[src/hw/uart_cfg.svh]
// constants of the second serial port: offsets, fields, codes, timing
// assumes byte addressing on a 32-bit wishbone bus, one word per register
`ifndef UART_CFG_SVH
`define UART_CFG_SVH
// register byte offsets
`define A_DATA    8'h00
`define A_CS      8'h04
`define A_FMT     8'h08
`define A_BCON    8'h0c
`define A_RLH     8'h10
`define A_RLL     8'h14
// serial_control_status bits
`define CS_RI     0
`define CS_TI     1
`define CS_OVF    2
`define CS_PERR   3
`define CS_REN    4
`define CS_RX9    5
`define CS_TX9    6
`define CS_IE     7
`define CS_WMASK  8'hd0
// serial_format_select bits
`define FM_LEN    0
`define FM_PE     2
`define FM_PT     3
`define FM_SL     5
`define FM_XBE    6
`define FM_MASK   8'h7f
// baud_gen_control bits
`define BC_PS     0
`define BC_EN     6
`define BC_MASK   8'h43
// prescaler select codes and divisors
`define PS_SEL12  2'h0
`define PS_SEL4   2'h1
`define PS_SEL48  2'h2
`define PS_DIV1   6'h01
`define PS_DIV4   6'h04
`define PS_DIV12  6'h0c
`define PS_DIV48  6'h30
// parity kinds
`define PT_ODD    2'h0
`define PT_EVEN   2'h1
`define PT_MARK   2'h2
// data length and stop length in half bit times
`define FULL_BYTE 8'hff
`define LEN_MAX   2'h3
`define STOP_S    3'h2
`define STOP_L    3'h4
`define STOP_L5   3'h3
`define STOP_LAST 3'h1
// reset values and line levels
`define RST_REG   8'h00
`define LINE_IDLE 1'b1
`endif

[src/hw/uart_pkg.sv]
// types shared by the second serial port
// assumes nothing beyond a systemverilog elaborator
`default_nettype none
package uart_pkg;
   typedef enum logic [2:0] {
      TX_IDLE, TX_START, TX_DATA, TX_PAR, TX_STOP
   } tx_state_t;
   typedef enum logic [2:0] {
      RX_IDLE, RX_START, RX_DATA, RX_PAR, RX_STOP
   } rx_state_t;
endpackage
`default_nettype wire

[src/hw/baud_gen.sv]
// baud timer: prescaler feeding a 16-bit up-counter with auto reload
// assumes the core clock only; restart_i realigns the phase to an edge
`default_nettype none
`include "uart_cfg.svh"
module baud_gen #(
   parameter int TW = 16
) (
   // clock and reset
   input  wire logic          clk_i,
   input  wire logic          rst_i,
   // control
   input  wire logic          en_i,
   input  wire logic          restart_i,
   input  wire logic [1:0]    ps_sel_i,
   input  wire logic [TW-1:0] reload_i,
   // one pulse per timer overflow, half a bit time
   output logic               ovf_o
);
   if (TW < 2) begin : g_chk
      $error("baud_gen: timer too narrow");
   end

   logic [5:0]    ps_q;
   logic [TW-1:0] tmr_q;
   wire  [5:0]    ps_div = (ps_sel_i == `PS_SEL12) ? `PS_DIV12 :
                           (ps_sel_i == `PS_SEL4)  ? `PS_DIV4  :
                           (ps_sel_i == `PS_SEL48) ? `PS_DIV48 :
                                                     `PS_DIV1;
   // >= so a divisor change mid count cannot run away
   wire           tick   = (ps_q >= ps_div - `PS_DIV1);
   wire           wrap   = tick && (&tmr_q);

   always_ff @(posedge clk_i) begin
      if (rst_i) begin
         ps_q  <= '0;
         tmr_q <= '0;
         ovf_o <= 1'b0;
      end else if (!en_i || restart_i) begin
         ps_q  <= '0;
         tmr_q <= reload_i;
         ovf_o <= 1'b0;
      end else begin
         ps_q  <= tick ? '0 : ps_q + 6'h01;
         if (tick) begin
            tmr_q <= wrap ? reload_i : tmr_q + 1'b1;
         end
         ovf_o <= wrap;
      end
   end
endmodule
`default_nettype wire

[src/hw/rx_fifo.sv]
// receive fifo: entry 0 is the oldest byte and is itself a register
// drops pushes while full unless a pop frees a slot; assumes the owner reports the loss
`default_nettype none
module rx_fifo #(
   parameter int DW    = 9,
   parameter int DEPTH = 3
) (
   // clock and reset
   input  wire logic          clk_i,
   input  wire logic          rst_i,
   // fill side
   input  wire logic          push_i,
   input  wire logic [DW-1:0] din_i,
   // drain side
   input  wire logic          pop_i,
   output logic [DW-1:0]      head_o,
   output logic               empty_o,
   output logic               full_o
);
   localparam int CW = $clog2(DEPTH + 1);
   if (DEPTH < 2 || DW < 1) begin : g_chk
      $error("rx_fifo: unsupported shape");
   end

   logic [DW-1:0] ent_q [DEPTH];
   logic [CW-1:0] cnt_q;
   wire           do_pop  = pop_i && !empty_o;
   wire           do_push = push_i && (!full_o || do_pop);
   wire  [CW-1:0] slot    = do_pop ? cnt_q - CW'(1) : cnt_q;

   assign empty_o = (cnt_q == '0);
   assign full_o  = (cnt_q == CW'(DEPTH));
   assign head_o  = ent_q[0];

   for (genvar i = 0; i < DEPTH; i++) begin : g_ent
      logic [DW-1:0] nxt;
      if (i + 1 < DEPTH) begin : g_mid
         assign nxt = ent_q[i+1];
      end else begin : g_end
         assign nxt = ent_q[i];
      end
      always_ff @(posedge clk_i) begin
         if (rst_i) begin
            ent_q[i] <= '0;
         end else if (do_push && slot == CW'(i)) begin
            ent_q[i] <= din_i;
         end else if (do_pop) begin
            ent_q[i] <= nxt;
         end
      end
   end

   always_ff @(posedge clk_i) begin
      if (rst_i) begin
         cnt_q <= '0;
      end else begin
         cnt_q <= cnt_q + CW'(do_push) - CW'(do_pop);
      end
   end
endmodule
`default_nettype wire

[src/hw/second_serial_port.sv]
// second serial port: wishbone registers, tx/rx framing, 3-byte rx fifo
// assumes classic wishbone on clk_i and rx_i already synchronous to clk_i
//
// Our own choices: register access over Wishbone and the placing of the registers.
`default_nettype none
`include "uart_cfg.svh"
// How it works
// - full duplex, tx and rx independent, asynchronous
// - data window write loads transmit holding register
// - data window read gives oldest fifo byte
// - fifo holds three; extra byte lost, overflow
// - enabled interrupt on tx done or rx ready
// - flags stay until software clears them
// - rx ready clear ignored while fifo nonempty
// - dedicated 16-bit timers on core clock, one for tx and one for rx
// - enable bit, prescale 1, 4, 12, 48
// - generator disabled halts all serial activity
// - high and low bytes form reload
// - timer increments each prescaled tick from reload
// - timer wrap reloads, giving periodic overflow
// - bit time is two overflows
// - start low, data lsb first, extra, stop high
// - data length five to eight bits
// - even odd mark space parity, else extra bit
module second_serial_port
   import uart_pkg::*;
#(
   parameter int FIFO_DEPTH = 3
) (
   // clock and reset
   input  wire logic        clk_i,
   input  wire logic        rst_i,
   // wishbone slave
   input  wire logic        wb_cyc_i,
   input  wire logic        wb_stb_i,
   input  wire logic        wb_we_i,
   input  wire logic [7:0]  wb_adr_i,
   input  wire logic [3:0]  wb_sel_i,
   input  wire logic [31:0] wb_dat_i,
   output logic [31:0]      wb_dat_o,
   output logic             wb_ack_o,
   // serial line
   input  wire logic        rx_i,
   output logic             tx_o,
   // interrupt request
   output logic             irq_o
);
   if (FIFO_DEPTH < 2) begin : g_chk
      $error("second_serial_port: fifo too shallow");
   end

   function automatic logic par_of(input logic [7:0] d,
                                   input logic [1:0] len,
                                   input logic [1:0] pt);
      logic p;
      p = ^(d & (`FULL_BYTE >> (`LEN_MAX - len)));
      case (pt)
         `PT_ODD:  par_of = !p;
         `PT_EVEN: par_of = p;
         `PT_MARK: par_of = 1'b1;
         default:  par_of = 1'b0;
      endcase
   endfunction

   logic        ack_q;
   logic [31:0] dat_q;
   logic [7:0]  cs_q;
   logic [7:0]  fmt_q;
   logic [7:0]  bcon_q;
   logic [7:0]  rlh_q;
   logic [7:0]  rll_q;
   logic [7:0]  thr_q;
   logic        thr_full_q;
   logic        ri_q;
   logic        ti_q;
   logic        ovf_q;
   logic        perr_q;
   logic        irq_q;
   tx_state_t   tx_st_q;
   logic [7:0]  tx_sh_q;
   logic [2:0]  tx_cnt_q;
   logic [2:0]  tx_stop_q;
   logic        tx_half_q;
   logic        tx_x_q;
   logic        tx_q;
   rx_state_t   rx_st_q;
   logic [7:0]  rx_sh_q;
   logic [2:0]  rx_cnt_q;
   logic        rx_half_q;
   logic        rx_x_q;
   logic        rx_prev_q;
   logic [8:0]  head;
   logic        fifo_empty;
   logic        fifo_full;
   logic        tx_ovf;
   logic        rx_ovf;
   logic [7:0]  cs_rd;

   // bus decode
   wire        acc      = wb_cyc_i && wb_stb_i && !ack_q;
   wire        wr       = acc && wb_we_i && wb_sel_i[0];
   wire        rd       = acc && !wb_we_i;
   wire [7:0]  adr      = {wb_adr_i[7:2], 2'b00};
   wire        hit_dat  = (adr == `A_DATA);
   wire        hit_cs   = (adr == `A_CS);
   wire        hit_fmt  = (adr == `A_FMT);
   wire        hit_bcon = (adr == `A_BCON);
   wire        hit_rlh  = (adr == `A_RLH);
   wire        hit_rll  = (adr == `A_RLL);
   wire [7:0]  wbyte    = wb_dat_i[7:0];
   wire        pop      = rd && hit_dat;
   wire        clr_cs   = wr && hit_cs;
   wire [7:0]  rdata    = hit_dat  ? head[7:0] :
                          hit_cs   ? cs_rd     :
                          hit_fmt  ? fmt_q     :
                          hit_bcon ? bcon_q    :
                          hit_rlh  ? rlh_q     :
                          hit_rll  ? rll_q     : `RST_REG;

   // frame format
   wire        bg_en    = bcon_q[`BC_EN];
   wire [1:0]  len      = fmt_q[`FM_LEN +: 2];
   wire [1:0]  pt       = fmt_q[`FM_PT +: 2];
   wire        pe       = fmt_q[`FM_PE];
   wire        has_x    = pe || fmt_q[`FM_XBE];
   wire [2:0]  last     = {1'b1, len};
   // long stop is 1.5 bits for 5-bit data, else 2 bits
   wire [2:0]  stop_h   = !fmt_q[`FM_SL] ? `STOP_S :
                          (len == '0)    ? `STOP_L5 : `STOP_L;

   // transmit and receive events
   wire        tx_go    = tx_st_q == TX_IDLE && thr_full_q && bg_en;
   wire        tx_end   = tx_st_q == TX_STOP && tx_ovf &&
                          tx_stop_q == `STOP_LAST;
   wire        rx_go    = rx_st_q == RX_IDLE && cs_q[`CS_REN] && bg_en &&
                          rx_prev_q && !rx_i;
   wire        rx_done  = rx_st_q == RX_STOP && rx_ovf && rx_half_q;
   wire        rx_lost  = rx_done && fifo_full && !pop;
   wire        rx_perr  = rx_done && pe && (rx_x_q != par_of(rx_sh_q, len, pt));
   wire [8:0]  rx_word  = {has_x ? rx_x_q : rx_i, rx_sh_q};

   // flag next values; a hardware set wins over a software clear
   wire        ti_d     = tx_end || (ti_q && !(clr_cs && !wbyte[`CS_TI]));
   wire        ri_d     = (rx_done && !rx_lost) ||
                          (ri_q && !(clr_cs && !wbyte[`CS_RI] && fifo_empty));
   wire        ovf_d    = rx_lost || (ovf_q && !(clr_cs && !wbyte[`CS_OVF]));
   wire        perr_d   = rx_perr || (perr_q && !(clr_cs && !wbyte[`CS_PERR]));
   wire        thr_d    = (wr && hit_dat) || (thr_full_q && !tx_go);

   always_comb begin
      cs_rd           = cs_q;
      cs_rd[`CS_RI]   = ri_q;
      cs_rd[`CS_TI]   = ti_q;
      cs_rd[`CS_OVF]  = ovf_q;
      cs_rd[`CS_PERR] = perr_q;
      cs_rd[`CS_RX9]  = head[8];
   end

   // separate timers so a receive edge can realign without disturbing tx
   baud_gen u_tx_baud (
      .clk_i     (clk_i),
      .rst_i     (rst_i),
      .en_i      (bg_en),
      .restart_i (tx_go),
      .ps_sel_i  (bcon_q[`BC_PS +: 2]),
      .reload_i  ({rlh_q, rll_q}),
      .ovf_o     (tx_ovf)
   );
   baud_gen u_rx_baud (
      .clk_i     (clk_i),
      .rst_i     (rst_i),
      .en_i      (bg_en),
      .restart_i (rx_go),
      .ps_sel_i  (bcon_q[`BC_PS +: 2]),
      .reload_i  ({rlh_q, rll_q}),
      .ovf_o     (rx_ovf)
   );
   rx_fifo #(
      .DW    (9),
      .DEPTH (FIFO_DEPTH)
   ) u_rx_fifo (
      .clk_i   (clk_i),
      .rst_i   (rst_i),
      .push_i  (rx_done),
      .din_i   (rx_word),
      .pop_i   (pop),
      .head_o  (head),
      .empty_o (fifo_empty),
      .full_o  (fifo_full)
   );

   // software registers
   always_ff @(posedge clk_i) begin
      if (rst_i) begin
         cs_q   <= `RST_REG;
         fmt_q  <= `RST_REG;
         bcon_q <= `RST_REG;
         rlh_q  <= `RST_REG;
         rll_q  <= `RST_REG;
         thr_q  <= `RST_REG;
      end else if (wr) begin
         if (hit_cs)   cs_q   <= wbyte & `CS_WMASK;
         if (hit_fmt)  fmt_q  <= wbyte & `FM_MASK;
         if (hit_bcon) bcon_q <= wbyte & `BC_MASK;
         if (hit_rlh)  rlh_q  <= wbyte;
         if (hit_rll)  rll_q  <= wbyte;
         if (hit_dat)  thr_q  <= wbyte;
      end
   end

   // bus answer: one wait state, unmapped reads give zero
   always_ff @(posedge clk_i) begin
      if (rst_i) begin
         ack_q <= 1'b0;
         dat_q <= '0;
      end else begin
         ack_q <= acc;
         dat_q <= rd ? 32'(rdata) : '0;
      end
   end

   // flags and interrupt request; nothing but software clears them, except thr_full_q, which tx_go clears
   always_ff @(posedge clk_i) begin
      if (rst_i) begin
         ti_q       <= 1'b0;
         ri_q       <= 1'b0;
         ovf_q      <= 1'b0;
         perr_q     <= 1'b0;
         thr_full_q <= 1'b0;
         irq_q      <= 1'b0;
         rx_prev_q  <= `LINE_IDLE;
      end else begin
         ti_q       <= ti_d;
         ri_q       <= ri_d;
         ovf_q      <= ovf_d;
         perr_q     <= perr_d;
         thr_full_q <= thr_d;
         irq_q      <= cs_q[`CS_IE] && (ti_q || ri_q);
         rx_prev_q  <= rx_i;
      end
   end

   // transmitter; every half bit is one timer overflow
   always_ff @(posedge clk_i) begin
      if (rst_i || !bg_en) begin
         tx_st_q   <= TX_IDLE;
         tx_sh_q   <= '0;
         tx_cnt_q  <= '0;
         tx_stop_q <= '0;
         tx_half_q <= 1'b0;
         tx_x_q    <= 1'b0;
         tx_q      <= `LINE_IDLE;
      end else if (tx_go) begin
         tx_st_q   <= TX_START;
         tx_sh_q   <= thr_q;
         tx_x_q    <= pe ? par_of(thr_q, len, pt) : cs_q[`CS_TX9];
         tx_half_q <= 1'b0;
         tx_q      <= !`LINE_IDLE;
      end else if (tx_ovf) begin
         tx_half_q <= !tx_half_q;
         case (tx_st_q)
            TX_START: if (tx_half_q) begin
               tx_st_q  <= TX_DATA;
               tx_q     <= tx_sh_q[0];
               tx_sh_q  <= tx_sh_q >> 1;
               tx_cnt_q <= '0;
            end
            TX_DATA: if (tx_half_q) begin
               if (tx_cnt_q == last) begin
                  tx_st_q   <= has_x ? TX_PAR : TX_STOP;
                  tx_q      <= has_x ? tx_x_q : `LINE_IDLE;
                  tx_stop_q <= stop_h;
               end else begin
                  tx_q     <= tx_sh_q[0];
                  tx_sh_q  <= tx_sh_q >> 1;
                  tx_cnt_q <= tx_cnt_q + 3'h1;
               end
            end
            TX_PAR: if (tx_half_q) begin
               tx_st_q   <= TX_STOP;
               tx_q      <= `LINE_IDLE;
               tx_stop_q <= stop_h;
            end
            TX_STOP: begin
               tx_stop_q <= tx_stop_q - 3'h1;
               if (tx_end) tx_st_q <= TX_IDLE;
            end
            default: tx_st_q <= TX_IDLE;
         endcase
      end
   end

   // receiver; its timer restarts on the start edge so samples land mid bit
   always_ff @(posedge clk_i) begin
      if (rst_i || !bg_en) begin
         rx_st_q   <= RX_IDLE;
         rx_sh_q   <= '0;
         rx_cnt_q  <= '0;
         rx_half_q <= 1'b0;
         rx_x_q    <= 1'b0;
      end else if (rx_go) begin
         rx_st_q   <= RX_START;
         rx_half_q <= 1'b0;
      end else if (rx_ovf) begin
         rx_half_q <= !rx_half_q;
         case (rx_st_q)
            RX_START: begin
               // a start bit gone high by mid bit was a glitch
               rx_half_q <= 1'b0;
               rx_sh_q   <= '0;
               rx_cnt_q  <= '0;
               rx_st_q   <= rx_i ? RX_IDLE : RX_DATA;
            end
            RX_DATA: if (rx_half_q) begin
               rx_sh_q[rx_cnt_q] <= rx_i;
               rx_cnt_q          <= rx_cnt_q + 3'h1;
               if (rx_cnt_q == last) begin
                  rx_st_q <= has_x ? RX_PAR : RX_STOP;
               end
            end
            RX_PAR: if (rx_half_q) begin
               rx_x_q  <= rx_i;
               rx_st_q <= RX_STOP;
            end
            RX_STOP: if (rx_half_q) rx_st_q <= RX_IDLE;
            default: rx_st_q <= RX_IDLE;
         endcase
      end
   end

   assign wb_ack_o = ack_q;
   assign wb_dat_o = dat_q;
   assign tx_o     = tx_q;
   assign irq_o    = irq_q;
endmodule
`default_nettype wire

[config.mk]
export PLATFORM = sky130hd
export DESIGN_NAME = second_serial_port
export DESIGN_NICKNAME = d
export VERILOG_FILES = /design/src/hw/uart_pkg.sv /design/src/hw/baud_gen.sv /design/src/hw/rx_fifo.sv /design/src/hw/second_serial_port.sv
export VERILOG_INCLUDE_DIRS = /design/src /design/src/hw
export SDC_FILE = /design/constraint.sdc
export NUM_CORES = 1
export LEC_CHECK = 0
export ABC_AREA = 1
export BUFFER_PORTS_ARGS = -buffer_cell sky130_fd_sc_hd__buf_4
export CAP_MARGIN = 20
export CORE_MARGIN = 8
export CORE_UTILIZATION = 48
export DETAILED_ROUTE_END_ITERATION = 8
export PLACE_DENSITY = 0.73
export SYNTH_ARGS = -nofsm -noshare
export SYNTH_HDL_FRONTEND = slang
export SYNTH_HIERARCHICAL = 1
export SYNTH_SLANG_ARGS = --single-unit
[constraint.sdc]
create_clock -name clk_i -period 2.1 [get_ports clk_i]
set_input_delay 0.21 -clock clk_i [delete_from_list [all_inputs] [get_ports clk_i]]
set_output_delay 0.21 -clock clk_i [all_outputs]
set_load 0.02 [all_outputs]
# Word level (Yosys, flattened, before mapping)
# Memory sizes are Yosys's and may differ from the RTL's.
# Index checks and enable logic that the tools add are counted.
[totals]
register_bits = 161
ramBits = 27
in_bits = 50
elab_cells = 324
memories = 1
[classes]
addsub = 12
order_cmp = 4
n_eq_ne = 44
n_shift = 1
n_mux = 96
bitwise_logic = 11
n_reduce_logical = 118
[mem_list]
columns = ["name", "depth", "word_bits", "read_ports", "rd_ports_with_merged_regs", "wr", "line_no", "rtl"]
rows = [
  ["u_rx_fifo.ent_q", 3, 9, 3, 0, 3, "rx_fifo.sv:25", "logic [DW-1:0] ent_q [DEPTH];"],
]
[ops]
columns = ["op", "n"]
rows = [
  ["16-bit two-way mux", 6],
  ["8-bit two-way mux", 12],
  ["3-bit two-way mux", 19],
  ["9-bit two-way mux", 6],
  ["1-bit logical AND", 42],
  ["1-bit two-way mux", 36],
  ["16-bit by 1-bit adder with 16-bit output, second input constant", 2],
  ["8-bit case mux with 2 select lines", 2],
  ["16-bit AND reduction", 2],
  ["3-bit case mux with 4 select lines", 2],
  ["6-bit AND reduction", 4],
  ["1-bit logical NOT", 21],
  ["2-bit inequality test, second input constant", 10],
  ["5-bit AND reduction", 4],
  ["6-bit two-way mux", 3],
  ["3-bit inequality test, second input constant", 6],
  ["8-bit AND", 2],
  ["8-bit parity", 2],
  ["6-bit by 1-bit adder with 6-bit output, second input constant", 2],
  ["3-bit by 2-bit == test with 1-bit output, second input constant", 4],
  ["6-bit by 2-bit == test with 1-bit output, second input constant", 2],
  ["6-bit by 3-bit == test with 1-bit output, second input constant", 2],
  ["6-bit >= comparator", 2],
  ["3-bit by 2-bit inequality test with 1-bit output, second input constant", 4],
  ["36 further kinds", 89],
]

# Logic depth before layout (Yosys ltp)
[logic_depth]
ltp_word = 13
ltp_mapped = 15

# Cells and area by module
# Netlist, hierarchy kept.
[by_module_without_submodules]
columns = ["mod", "instances", "cells_each", "area_each_um2", "seq_area_each_um2"]
rows = [
  ["second_serial_port", 1, 652, 4575.6, 1781.7],
  ["baud_gen", 2, 277, 1749.2, 460.4],
  ["rx_fifo", 1, 143, 1448.9, 850.8],
]

# Worst setup path before layout
# OpenSTA, ideal clock, no wires.
[synth_path]
path_kind = "register to register"
startpoint = "reg ack_q, in the netlist wb_ack_o"
endpoint = "mem u_rx_fifo.ent_q[1][0], enable pin"
setup_time_ns = 0.343
arrival_ns = 1.759
slack_ns = -0.002
path_stages_with_launch = 10
path_buffers = 0
period_less_slack_ns = 2.102
path_cell_list = "dfxtp_1 nor2_1 nand2_1 nor2_1 nand2_4 nand2_1 nand2_2 nor2_8 nand2_4 nand3_1"
[synth_lines]
columns = ["item", "line_no", "rtl"]
rows = [
  ["start: declaration", "second_serial_port.sv:65", "logic ack_q;"],
  ["start signal: assignment", "second_serial_port.sv:214", "ack_q <= 1'b0;"],
  ["start signal: assignment", "second_serial_port.sv:217", "ack_q <= acc;"],
  ["end: declaration", "rx_fifo.sv:25", ""],
]

# Worst setup path in the final report
[layout_path]
startpoint = "reg bcon_q[0]"
endpoint = "reg u_tx_baud.ps_q[2]"
[layout_between]
elab_chain_cells = 7
word_cells_on_any_way = 9
classes_between = "add/sub (1); order compare (1); eq/ne (2); mux (3); reduce/logical (2)"
[layout_rtl]
columns = ["item", "line_no", "rtl"]
rows = [
  ["start: declaration", "second_serial_port.sv:69", "logic [7:0] bcon_q;"],
  ["start signal: assignment", "second_serial_port.sv:197", "bcon_q <= `RST_REG;"],
  ["start signal: assignment", "second_serial_port.sv:204", "if (hit_bcon) bcon_q <= wbyte & `BC_MASK;"],
  ["2-bit == test (no line)", "-", ""],
  ["6-bit two-way mux (no line) (2 in a row)", "-", ""],
  ["6-bit two-way mux (no line) (*)", "-", ""],
  ["6-bit by 1-bit subtractor with 6-bit output (no line) (*)", "-", ""],
  ["6-bit >= comparator (no line) (*)", "-", ""],
  ["3-bit OR reduction (no line) (*)", "-", ""],
  ["end signal: assignment", "baud_gen.sv:43", "ps_q <= tick ? '0 : ps_q + 6'h01;"],
  ["end: declaration", "baud_gen.sv:23", "logic [5:0] ps_q;"],
]
# Mark *: on every way between the ends. The rest lies on a longest branch, timed or not.
# A chain may end at the register's enable or synchronous reset.

==> impl_results.md <==
- DR DRC count: 0
- Largest net degree at the start of global routing: 39
- Most used standard cells in the synthesized netlist: nand2_1, inv_1, nor2_1
- Largest fanout of any net on the critical path: 12
- Routed wirelength normalized by instance count: 14.0 µm
- Placer's final routability congestion estimate: 0.908
- Gate count after technology mapping: 1,349
- Post-detailed-placement half-perimeter wirelength: 17,200 µm
- Reg2reg start: bcon_q[0]
- Critical path launch point type: register
- Number of sinks on the clock net: 164
- Vias in the first global route: 8,003
- CTS clk-pin slew, worst paths: 0.06 ns
- Proportion of synthesized flip-flops having asynchronous set or reset: 0%
- Worst Hold Class: input pin to register
- Total core area: 0.0195 mm²
- Endpoint, Worst Hold: wb_ack_o
- Number of enable-type register cells in the synthesized netlist: 27
- Root buffer selected by CTS: clkbuf_16
- Fmax: 0.522 GHz
- Worst r2r dst: u_tx_baud/ps_q[2]
- Slew headroom: 60.0%
- Port buffer count: 31
- Internal power: 0.00515 W
- Cell Count, Final, Fillers Out: 1,675
- Cell area reported after detailed placement: 0.0100 mm²
- GRT overflow: 0
- Hold_sp: wb_stb_i
- Period utilization: 91.3%
- Worst path cell trace: inv_1 -> nand2_1 -> ha_1 -> nand2_1 -> inv_1 -> a21oi_1 -> nand2_2 -> nor2_4 -> buf_6 -> nand2_2 -> nor3b_1
- Beginning of the critical path: bcon_q[0]
- Count of nets after finishing: 1,470
- Hold-fix buffer count after cts: 0
- Run status: completed
- Flop and latch count out of synthesis: 164
- Area growth from synthesis to layout: 12.2%
- Final setup fails: 0
- Maximum ir drop on the vdd rail: 0.467 mV
- Largest delay share family, worst path: simple AND/OR/NAND/NOR gates
- Most used DFF post-synth: dfxtp_1
- Hold slack final: 0.0406 ns
- Relative contribution of combinational cells to total power: 3.1%
- Final Hold Vio Count: 0
- Power Dens Cells: 623 mW/mm²
- Top-area cell type share of the netlist area: 28.8%
- Switching power as a share of total power: 22.5%
- Cell area after technology mapping: 0.00952 mm²
- Slowest library cell on the worst path: dfxtp_4
- Number of maximum-capacitance violations: 0
- Count of cell types in the netlist: 51
- Antenna cells: 0
- Reg-to-reg setup timing slack: 0.18 ns
- Count of antenna-violating nets left after detailed routing: 0
- Synth warn: 6
- Sequential fraction of the synthesis area: 37.3%
- Total I/O pin count: 85
- Portion of total power attributed to sequential cells: 48.4%
- Synth area leaders: dfxtp_1, nand2_1, edfxtp_1, nand3_1, inv_1
- Crit path required time: 2.45 ns
- Total Wirelength: 23,500 µm
- Number of core rows: 51
- Slowest Stage Delay on Critical Path: 0.37 ns
- Cell Count Post-Placement: 1,643
- Detailed router's first-iteration violation count: 553
- Number of H-tree branching levels: 4
- Cell taking the most area after synthesis: dfxtp_1
- Die Outline Area: 0.0246 mm²
- Critical path class: register to register
- Final core occ: 54.9%
- Element type at the critical path end: register
- Arrival time reported for the critical path endpoint: 2.27 ns
- Final Cell Area: 0.0107 mm²
- Insertion delay of the later-clocked pin in the worst-skew pair: 0.43 ns
- Worst reg2reg path depth: 11
- Transition time at the pin with the least slew margin: 0.594 ns
- Floorplan die height: 157 µm
- Number of clock buffers inserted by TritonCTS: 17
- Fraction of layout instances using a drive strength above 1: 13.4%
- Number of inserted filler cells in the final layout: 1,814
- Combined global-route utilization of all metal layers: 19.1%
- Number of detailed-route iterations in the first pass: 6
- Worst clock skew: 0.00968 ns
- Number of antenna violations at the first check in global routing: 0
- Clock power frac: 48.5%
- Total vias in the final route: 8,677
- Clock tree from TritonCTS: built
- Wire length of the first global-routing pass: 37,900 µm
- Buffer depth of the longest clock path: 2
- Minimum period implied by the final worst setup slack: 1.92 ns
- Initial cell density of the core: 48.9%
- Cell count of the worst hold path: 3
- Via density: 5.18
- Die width: 157 µm
- Critical path buffer and inverter count: 3
- Max-slew violation count: 0
- Mapped Avg Cell Area: 7.06 µm²
- Static Leakage: 4.63 nW
- Most numerous cell in the Yosys netlist: nand2_1
- Net switching power: 0.00150 W
-- worst reg2reg max path: stages, from the launching register on --
cell and delay, ns:
dfxtp_4 0.37, inv_1 0.05, nand2_1 0.07, ha_1 0.30, nand2_1 0.08, inv_1 0.04
a21oi_1 0.19, nand2_2 0.13, nor2_4 0.15, buf_6 0.18, nand2_2 0.11, nor3b_1 0.18
-- per-stage QoR --
step                      setup slack (ns)  TNS [ns]  total power, W
after floorplan                     0.0820         0         0.00345
after global placement              0.0785         0         0.00349
after detailed placement           -0.0378   -0.0378         0.00349
after CTS                           0.0378         0         0.00671
after global routing               -0.0226   -0.0356         0.00685
final                                0.183         0         0.00665
-- power groups by stage --
stage / Sequential (W) / Combinational, W / Clock [W]
2_1_floorplan: 0.00329 / 0.000157 / 0
3_3_place_gp: 0.00329 / 0.000199 / 0
3_5_place_dp: 0.00329 / 0.000201 / 0
4_1_cts: 0.00322 / 0.000202 / 0.00329
5_1_grt: 0.00322 / 0.000225 / 0.00341
6_report: 0.00322 / 0.000206 / 0.00323
-- metal layers --
layer	GRT usage, %	wire [µm]	vias to the layer above
met2	33.1	11600	234
met3	3.67	1140	51
met4	8.42	614	0
met5	0	0	-
met1	22.6	10100	3959
li1	-	-	4433
-- layout by cell type (no fill, tap or decap), types with 3 or more instances in the layout --
master,count
nand2_4,5
a31oi_1,7
nor2_1,156
clkbuf_16,17
xor2_1,21
inv_1,175
nand2_1,265
nor2_4,14
edfxtp_1,27
bufinv_16,3
inv_6,3
buf_4,62
o21ai_1,5
dfxtp_1,135
clkinv_4,3
a211oi_1,9
conb_1,26
ha_1,23
a21oi_1,85
o22ai_1,3
nand4_1,32
nand2_2,34
xnor2_1,9
inv_4,3
nor3b_1,3
inv_2,5
nor2_2,11
nand3_2,7
a21oi_2,3
nor3_1,13
nand3_1,149
o21ai_0,64
-- worst max-delay path by stage --
stage / endpoint / depth (start not counted)
2_1_floorplan: u_rx_fifo/ent_q[1][0] / 9
3_3_place_gp: u_tx_baud/ps_q[2] / 11
3_5_place_dp: u_tx_baud/ps_q[2] / 11
4_1_cts: u_tx_baud/ps_q[2] / 11
5_1_grt: u_tx_baud/tmr_q[14] / 13
6_report: u_tx_baud/ps_q[2] / 11
-- cell families (layout without fill, tap and decap cells) --
| logic type | Yosys count | in the layout | synth area share (%) |
|---|---|---|---|
| compound gates | 189 | 189 | 11.0 |
| flops | 164 | 164 | 37.3 |
| other cells | 3 | 26 | 0.118 |
| simple gates | 698 | 698 | 34.2 |
| xor+xnor | 30 | 30 | 2.76 |
| buf+inv | 242 | 280 | 11.6 |
| fa+ha+maj | 23 | 23 | 3.02 |
-- state kept, by name, indices dropped and copies added, names as in the netlist, 2 cells and up --
name,count
u_rx_fifo/ent_q,27
u_rx_baud/tmr_q,16
u_tx_baud/tmr_q,16
rlh_q,8
rll_q,8
rx_sh_q,8
thr_q,8
tx_sh_q,8
wb_dat_o,8
fmt_q,7
u_rx_baud/ps_q,6
u_tx_baud/ps_q,6
bcon_q,3
cs_q,3
rx_cnt_q,3
rx_st_q,3
tx_cnt_q,3
tx_st_q,3
tx_stop_q,3
u_rx_fifo/cnt_q,2
-- cell type report --
cell class	count	area (µm²)	share of cell area (%)
Clock buffer	18	429	4.02
Clock inverter	14	175	1.64
Inverter	183	694	6.50
Multi-Input combinational cell	966	4980	46.7
Sequential cell	164	3560	33.3
Tap cell	265	332	3.10
Timing Repair Buffer	65	508	4.76
-- timing repair --
action / in CTS / in global routing
resized for setup: 2 / 14
setup endpoints to repair: 1 / 58
setup buffers: 0 / 0
pin swaps: 0 / 0
Power figures use the tool's default switching activity.
